## config.mk

```make
export PLATFORM = sky130hd
export DESIGN_NAME = move_rotate_instr_exec
export DESIGN_NICKNAME = d
export VERILOG_FILES = /design/src/design/instr_exec_pkg.sv /design/src/design/decode_if.sv /design/src/design/instr_decoder.sv /design/src/design/move_rotate_instr_exec.sv
export SDC_FILE = /design/constraint.sdc
export NUM_CORES = 2
export LEC_CHECK = 0
export BUFFER_PORTS_ARGS = -buffer_cell sky130_fd_sc_hd__buf_2
export CAP_MARGIN = 20
export CORE_ASPECT_RATIO = 0.9
export CORE_MARGIN = 2
export CORE_UTILIZATION = 30
export CTS_CLUSTER_DIAMETER = 30
export DETAILED_ROUTE_END_ITERATION = 10
export GPL_ROUTABILITY_DRIVEN = 1
export PLACE_DENSITY = 0.54
export REMOVE_ABC_BUFFERS = 1
export SYNTH_ARGS = -nofsm -noshare
export SYNTH_HDL_FRONTEND = slang
export SYNTH_SLANG_ARGS = --single-unit
```

## constraint.sdc

```tcl
create_clock -name clk -period 3.6 [get_ports clk]
set_input_delay 0.18 -clock clk [delete_from_list [all_inputs] [get_ports clk]]
set_output_delay 0.18 -clock clk [all_outputs]
set_load 0.02 [all_outputs]
```

## src/design/instr_exec_pkg.sv

```systemverilog
// Package for the move and rotate execution unit: opcodes, widths, reset values.
// Assumes a 14-bit instruction word presented once per instruction cycle.
package instr_exec_pkg;
  localparam int unsigned DATA_W     = 8;
  localparam int unsigned ADDR_W     = 7;
  localparam int unsigned INSTR_W    = 14;
  localparam int unsigned FILE_DEPTH = 128;
  // Field positions inside the instruction word.
  localparam int unsigned TARGET_BIT = 7;
  localparam int unsigned INDEX_LSB  = 0;
  // Opcode patterns for the supported instructions.
  localparam logic [5:0] OPC_COPY_REG    = 6'h08;
  localparam logic [5:0] OPC_ROTATE_LEFT = 6'h0d;
  localparam logic [6:0] OPC_STORE_ACC   = 7'h01;
  localparam logic [3:0] OPC_LOAD_LIT    = 4'hc;
  localparam logic [13:0] OPC_IDLE       = 14'h0000;
  // Reset values.
  localparam logic [7:0] ACC_RESET   = 8'h00;
  localparam logic       FLAG_RESET  = 1'b0;
  localparam logic [7:0] FILE_RESET  = 8'h00;
  localparam logic [10:0] PC_RESET   = 11'h000;

  typedef enum logic [4:0] {
    OP_IDLE   = 5'b00001,
    OP_COPY   = 5'b00010,
    OP_STORE  = 5'b00100,
    OP_LOAD   = 5'b01000,
    OP_ROTATE = 5'b10000
  } op_t;
endpackage

```

## src/design/decode_if.sv

```systemverilog
// Interface carrying the decoded instruction from decoder to execution core.
// Assumes both ends share the core clock.
`timescale 1ns/1ps
interface decode_if;
  import instr_exec_pkg::*;
  op_t        op;
  logic       legal;
  logic       target;
  logic [6:0] index;
  logic [7:0] literal;
  modport dec (output op, legal, target, index, literal);
  modport exe (input op, legal, target, index, literal);
endinterface

```

## src/design/instr_decoder.sv

```systemverilog
// Combinational decoder for the move, store, load, idle and rotate instructions.
// Assumes the instruction word is stable for the whole instruction cycle.
`timescale 1ns/1ps
module instr_decoder
  import instr_exec_pkg::*;
(
  input wire logic [13:0] instr,
  decode_if.dec           dec
);
  // Opcode matching; unsupported words are flagged illegal and act as idle.
  always_comb begin
    dec.op      = OP_IDLE;
    dec.legal   = 1'b1;
    dec.target  = instr[TARGET_BIT];
    dec.index   = instr[INDEX_LSB +: ADDR_W];
    dec.literal = instr[DATA_W-1:0];
    if (instr[13:8] == OPC_COPY_REG) begin
      dec.op = OP_COPY;
    end else if (instr[13:8] == OPC_ROTATE_LEFT) begin
      dec.op = OP_ROTATE;
    end else if (instr[13:7] == OPC_STORE_ACC) begin
      dec.op = OP_STORE;
    end else if (instr[13:10] == OPC_LOAD_LIT) begin
      dec.op = OP_LOAD; // Low two opcode bits are don't-care.
    end else if (instr == OPC_IDLE) begin
      dec.op = OP_IDLE;
    end else begin
      dec.legal = 1'b0;
    end
  end
endmodule

```

## src/design/move_rotate_instr_exec.sv

```systemverilog
// Execution unit for a subset of an 8-bit core: move, store, load, idle, rotate.
// Assumes one instruction per clock, supplied by the fetch logic with instrValid.
// Function
// - Copy register to accumulator or itself
// - Copy updates zero flag from value
// - Store accumulator to register, flags kept
// - Load literal into accumulator, flags kept
// - Rotate left through carry, carry only
// - Rotate result to accumulator or register
`timescale 1ns/1ps
module move_rotate_instr_exec
  import instr_exec_pkg::*;
#(
  parameter int unsigned DEPTH = FILE_DEPTH
) (
  input  wire logic        clk,
  input  wire logic        rst_n,
  input  wire logic        instrValid,
  input  wire logic [13:0] instr,
  output logic [7:0]       accOut,
  output logic             zeroFlag,
  output logic             carryFlag,
  output logic [10:0]      pcOut,
  output logic             illegalOut
);
  decode_if dec ();

  // Decoding is purely combinational; unsupported words come back as idle with legal low.
  instr_decoder u_dec (
    .instr (instr),
    .dec   (dec)
  );

  // The register file and the architectural state. The file is read
  // combinationally, so a word written at one edge is seen by the next
  // instruction without any bypass path.
  logic [7:0]  fileMem [DEPTH];
  logic [7:0]  acc_reg,   acc_next;
  logic        zero_reg,  zero_next;
  logic        carry_reg, carry_next;
  logic [10:0] pc_reg,    pc_next;
  logic        ill_reg,   ill_next;
  logic        fileWe;
  logic [6:0]  fileIdx;
  logic [7:0]  fileWdata;
  logic [7:0]  srcVal;

  // Every instruction that names a register reads it here; store and load ignore it.
  assign srcVal = fileMem[dec.index];

  // Next-state computation for accumulator, flags, file and program counter.
  always_comb begin
    acc_next   = acc_reg;
    zero_next  = zero_reg;
    carry_next = carry_reg;
    pc_next    = pc_reg;
    ill_next   = ill_reg;
    fileWe     = 1'b0;
    fileIdx    = dec.index;
    fileWdata  = srcVal;
    if (instrValid) begin
      pc_next  = pc_reg + 11'h001;
      ill_next = ~dec.legal;
      unique case (dec.op)
        OP_COPY: begin
          if (dec.target) begin
            fileWe = 1'b1;
          end else begin
            acc_next = srcVal;
          end
          zero_next = (srcVal == 8'h00);
        end
        OP_STORE: begin
          fileWe    = 1'b1;
          fileWdata = acc_reg;
        end
        OP_LOAD: begin
          acc_next = dec.literal;
        end
        OP_ROTATE: begin
          fileWdata  = {srcVal[6:0], carry_reg};
          carry_next = srcVal[7];
          if (dec.target) begin
            fileWe = 1'b1;
          end else begin
            acc_next = {srcVal[6:0], carry_reg};
          end
        end
        OP_IDLE: begin
          // Nothing but the program counter and the illegal mark moves.
        end
      endcase
    end
  end

  // Core state registers; the file is cleared by reset so tests start known.
  // Clearing every entry costs a wide reset fan-out, traded for a known file.
  always_ff @(posedge clk) begin
    if (!rst_n) begin
      acc_reg   <= ACC_RESET;
      zero_reg  <= FLAG_RESET;
      carry_reg <= FLAG_RESET;
      pc_reg    <= PC_RESET;
      ill_reg   <= FLAG_RESET;
      for (int i = 0; i < DEPTH; i++) begin
        fileMem[i] <= FILE_RESET;
      end
    end else begin
      acc_reg   <= acc_next;
      zero_reg  <= zero_next;
      carry_reg <= carry_next;
      pc_reg    <= pc_next;
      ill_reg   <= ill_next;
      if (fileWe) begin
        fileMem[fileIdx] <= fileWdata;
      end
    end
  end

  // Outputs come straight from the state flip-flops.
  // This keeps the decode path off the pins, at the cost of one cycle of latency.
  assign accOut     = acc_reg;
  assign zeroFlag   = zero_reg;
  assign carryFlag  = carry_reg;
  assign pcOut      = pc_reg;
  assign illegalOut = ill_reg;

  // Helper copies of operands for multi-cycle relations.
  // Left without reset on purpose: it only feeds assertions, which are off in reset.
  logic [7:0] pastSrc;
  always_ff @(posedge clk) begin
    pastSrc <= srcVal;
  end

  // Copy: the moved value lands in the chosen target and sets the zero flag.
  a_copy_to_acc: assert property (@(posedge clk) disable iff (!rst_n)
    instrValid && dec.op == OP_COPY && !dec.target |=> accOut == pastSrc)
    else $error("copy did not load accumulator");
  a_copy_to_file: assert property (@(posedge clk) disable iff (!rst_n)
    instrValid && dec.op == OP_COPY && dec.target
      |=> fileMem[$past(dec.index)] == pastSrc && $stable(accOut))
    else $error("copy to itself altered register or accumulator");
  a_copy_zero_flag: assert property (@(posedge clk) disable iff (!rst_n)
    instrValid && dec.op == OP_COPY |=> zeroFlag == (pastSrc == 8'h00))
    else $error("copy zero flag wrong");

  // Store: the register takes the accumulator; accumulator and flags stay put.
  a_store_keeps_flags: assert property (@(posedge clk) disable iff (!rst_n)
    instrValid && dec.op == OP_STORE |=> $stable(zeroFlag) && $stable(carryFlag)
      && $stable(accOut))
    else $error("store disturbed flags");
  a_store_writes_file: assert property (@(posedge clk) disable iff (!rst_n)
    instrValid && dec.op == OP_STORE |=> fileMem[$past(dec.index)] == $past(accOut))
    else $error("store did not write accumulator");

  // Load: the literal reaches the accumulator; flags and register file stay put.
  a_load_literal: assert property (@(posedge clk) disable iff (!rst_n)
    instrValid && dec.op == OP_LOAD |=> accOut == $past(instr[7:0])
      && $stable(zeroFlag) && $stable(carryFlag))
    else $error("literal load wrong");
  a_load_keeps_file: assert property (@(posedge clk) disable iff (!rst_n)
    instrValid && dec.op == OP_LOAD |-> !fileWe)
    else $error("literal load wrote a register");

  // Rotate: the carry takes bit 7 and the old carry fills bit 0.
  a_rotate_carry: assert property (@(posedge clk) disable iff (!rst_n)
    instrValid && dec.op == OP_ROTATE |=> carryFlag == pastSrc[7]
      && $stable(zeroFlag))
    else $error("rotate carry wrong");
  a_rotate_acc: assert property (@(posedge clk) disable iff (!rst_n)
    instrValid && dec.op == OP_ROTATE && !dec.target
      |=> accOut == {pastSrc[6:0], $past(carryFlag)})
    else $error("rotate accumulator result wrong");
  a_rotate_keeps_file: assert property (@(posedge clk) disable iff (!rst_n)
    instrValid && dec.op == OP_ROTATE && !dec.target |-> !fileWe)
    else $error("rotate into accumulator wrote a register");
  a_rotate_file: assert property (@(posedge clk) disable iff (!rst_n)
    instrValid && dec.op == OP_ROTATE && dec.target
      |=> fileMem[$past(dec.index)] == {pastSrc[6:0], $past(carryFlag)} && $stable(accOut))
    else $error("rotate file result wrong");

  // Idle and unsupported words: only the counter and the illegal mark move.
  a_idle_quiet: assert property (@(posedge clk) disable iff (!rst_n)
    instrValid && dec.op == OP_IDLE |-> !fileWe
      ##1 $stable(accOut) && $stable(zeroFlag) && $stable(carryFlag)
      && pcOut == $past(pcOut) + 11'h001)
    else $error("idle changed state");
  a_pc_advances: assert property (@(posedge clk) disable iff (!rst_n)
    instrValid |=> pcOut == $past(pcOut) + 11'h001)
    else $error("program counter did not advance");
  a_pc_holds: assert property (@(posedge clk) disable iff (!rst_n)
    !instrValid |=> $stable(pcOut) && $stable(accOut) && $stable(zeroFlag)
      && $stable(carryFlag))
    else $error("state moved without an instruction");
  a_illegal_mark: assert property (@(posedge clk) disable iff (!rst_n)
    instrValid |=> illegalOut == !$past(dec.legal))
    else $error("illegal mark wrong");

  // Side effects outside the instructions that own them.
  a_file_write_target: assert property (@(posedge clk) disable iff (!rst_n)
    fileWe |-> instrValid && (dec.op == OP_STORE
      || (dec.target && (dec.op == OP_COPY || dec.op == OP_ROTATE))))
    else $error("register written by the wrong instruction");
  a_zero_only_copy: assert property (@(posedge clk) disable iff (!rst_n)
    instrValid && dec.op != OP_COPY |=> $stable(zeroFlag))
    else $error("zero flag moved outside copy");
  a_carry_only_rotate: assert property (@(posedge clk) disable iff (!rst_n)
    instrValid && dec.op != OP_ROTATE |=> $stable(carryFlag))
    else $error("carry moved outside rotate");

  // Scenarios worth seeing at least once in a run.
  c_copy_self: cover property (@(posedge clk) disable iff (!rst_n)
    instrValid && dec.op == OP_COPY && dec.target && srcVal == 8'h00);
  c_rotate_back: cover property (@(posedge clk) disable iff (!rst_n)
    instrValid && dec.op == OP_ROTATE && dec.target && srcVal[7]);
  c_store_then_copy: cover property (@(posedge clk) disable iff (!rst_n)
    instrValid && dec.op == OP_STORE ##1 instrValid && dec.op == OP_COPY);
  c_load_literal: cover property (@(posedge clk) disable iff (!rst_n)
    instrValid && dec.op == OP_LOAD);
  c_illegal_word: cover property (@(posedge clk) disable iff (!rst_n)
    instrValid && !dec.legal);
endmodule

```

==> results.md <==
- Mapped Area: 0.0469 mm2
- Clk Latency, worst-skew pair: 0.83 ns
- Share of cells above drive strength 1: 26.8%
- Die height: 379 um
- CP required: 4.15 ns
- Critical path class: reg -> reg
- Pwr Density: 609 mW/mm2
- Top post-synthesis cells by area: edfxtp_1 (66%), nor2_1 (8.0%), nand2_1 (2.7%)
- Vias in the first global route: 34.0k
- Final period util: 98.6%
- Syn avg cell area: 12.6 um2
- Distinct cell type count of the synthesized netlist: 88
- Via-per-instance ratio: 5.47
- Final Hold Fails: 0
- CP Launch Point: fileMem[61][2]$_SDFFCE_PN0P_
- Count leader, synth: edfxtp_1
- Clock sink count: 1,046
- CP Max Fanout: 24
- Pin count of the biggest net entering global routing: 81
- First-pass GRT wire length: 252 mm
- Worst Setup Start Kind: flop
- Detailed-route DRC error count: 0
- Total CTS buffers: 192
- Mapped Cells: 3,710
- Leak Pwr: 22.2 nW
- Post-synth EDFFs: 1,024
- Multi-input gate area: 0.0141 mm2
- Hold Slack: 0.0448 ns
- Num rows: 137
- Commonest cells in the netlist: edfxtp_1 (1,024), nor2_1 (996), nand2_1 (341), buf_2 (149), a221oi_1 (130)
- GP Congestion: 0.893
- Max Freq: 282 MHz
- Post-layout nets: 4,209
- WP data arrival: 4.10 ns
- Initial Utilization: 30.2%
- DP Cell Count: 6,071
- MaxCap Viol Count: 0
- Overall routing resource usage: 22.0%
- Fraction of registers with async set or reset after synthesis: 0%
- TritonCTS clock tree: built
- Hold Path Class: in -> reg
- Filler cells: 14.6k
- IO Port Bufs: 38
- Slew headroom: 43.2%
- Ys Warns: 0
- Clock Skews: 0.0599 ns
- HP Start: instr[9]
- RR Startpoint: fileMem[61][2]$_SDFFCE_PN0P_
- Final setup fails: 0
- DR vias: 35.3k
- Dpl hpwl: 121 mm
- Drt pass-1 iters: 6
- CTS Buffer Depth: 3
- Antenna cells: 0
- VDD IR max: 0.000380 V
- Worst Tran Pin Value: 0.848 ns
- Routed len/inst: 27.4 um
- Share of the synthesized area in the top cell type: 65.6%
- Final Max Tran Viols: 0
- Post-synthesis sequential area ratio: 66.5%
- Top_reg_cell synth: edfxtp_1
- GRT overflow: 0
- DR iter-0 viols: 5,329
- Initial antenna violation count: 5
- CTS H-tree lvls: 4
- Layout area overhead: 29.0%
- Register Area: 0.0312 mm2
- Die Span X: 421 um
- Top Ports: 39
- Final core occ: 39.0%
- Post-Layout Cell Count: 6,445
- Core ar.: 0.155 mm2
- Nature of the critical path endpoint: flop
- Flops & latches, synth: 1,046
- Die ar.: 0.159 mm2
- DRT antenna net count: 0
- Yosys top cell by area: edfxtp_1
- Outcome: finished, final reports clean
- Min Tclk post-route: 3.55 ns
- WL final: 177 mm
- Root buf cell: clkbuf_16
- CTS clk-pin slew, worst paths: 0.05 ns
[cells by family (layout without fill, tap and decap cells)]
kind of cell | Yosys count | after routing | synth area share [%]
simple gates | 1554 | 1554 | 14.4
compound gates | 587 | 587 | 9.29
flops | 1046 | 1046 | 66.5
fa+ha+maj | 1 | 1 | 0.0267
xor+xnor | 8 | 8 | 0.149
buf+inv | 299 | 949 | 3.80
mux | 215 | 215 | 5.81
[layout make-up]
cell class	instances	area share, %
multi-input combinational	2365	23.3
tap	2085	4.31
sequential	1046	51.6
clock buffer	207	8.07
clock inverter	156	3.41
inverter	7	0.0434
timing repair buffer	579	9.32
[placed cells by master, fill, tap and decap left out, types with 45 or more instances in the layout]
| cell type | count |
|---|---|
| buf_4 | 424 |
| edfxtp_1 | 1024 |
| nor2_2 | 45 |
| nor2_1 | 995 |
| a22oi_1 | 100 |
| nand2_1 | 341 |
| o21ai_0 | 56 |
| clkbuf_16 | 192 |
| a21oi_1 | 104 |
| a221oi_1 | 130 |
| mux2i_1 | 91 |
| mux2_2 | 86 |
| nor2_4 | 58 |
| buf_12 | 106 |
[power by group]
group	leakage, nW	switching (mW)	internal [mW]
registers	10.7	0.142	13.8
logic	8.13	2.50	1.30
clock network	3.31	6.97	12.2
[per-layer routing]
metal	track usage [%]	part of all wire [%]
met4	7.67	3.3
met2	32.4	43
met3	5.47	12
met5	0	0.0074
met1	31.2	41
[critical path, stage by stage (launching register included)]
cell	delay (ns)
edfxtp_1	0.40
mux2_2	0.30
a221oi_1	0.25
nor2_1	0.08
a2111oi_1	0.63
buf_4	0.22
or4_1	0.25
a311oi_1	0.15
and2_1	0.19
a211oi_4	0.32
buf_4	0.22
buf_12	0.19
nor2_1	0.07
[state kept, by name, indices dropped and copies added (netlist names)]
signal and count:
carryFlag 1, fileMem 1024, zeroFlag 1, accOut 8, pcOut 11, illegalOut 1
[final timing paths]
path / slack (ns) / end / cells past startpoint
max: 0.05 / fileMem[60][2]$_SDFFCE_PN0P_ / 12
min: 0.04 / carryFlag$_SDFFE_PN0P_ / 6
max reg2reg: 0.05 / fileMem[60][2]$_SDFFCE_PN0P_ / 12
min reg2reg: 0.51 / pcOut[9]$_SDFFE_PN0P_ / 2
[metrics by stage]
stage	setup WS [ns]	total power [mW]	TNS, ns	area (um2)
3_3_place_gp	-0.405	17.8	-219.41	53400
5_1_grt	-0.0264	37.7	-0.127	60500
4_1_cts	0.0613	36.9	0	60500
6_report	0.0512	36.9	0	60500
2_1_floorplan	-5.88	15.4	-3599.24	45100
3_5_place_dp	-0.364	17.8	-230.76	53400
[repair_timing]
action                                  CTS  global route
setup buffers                             0             0
endpoints found under the setup margin    0           162
hold buffers                             11             0
resized for setup                         0             2
hold endpoints to repair                 11             0
Note: power is estimated with default switching activity, not from simulation.
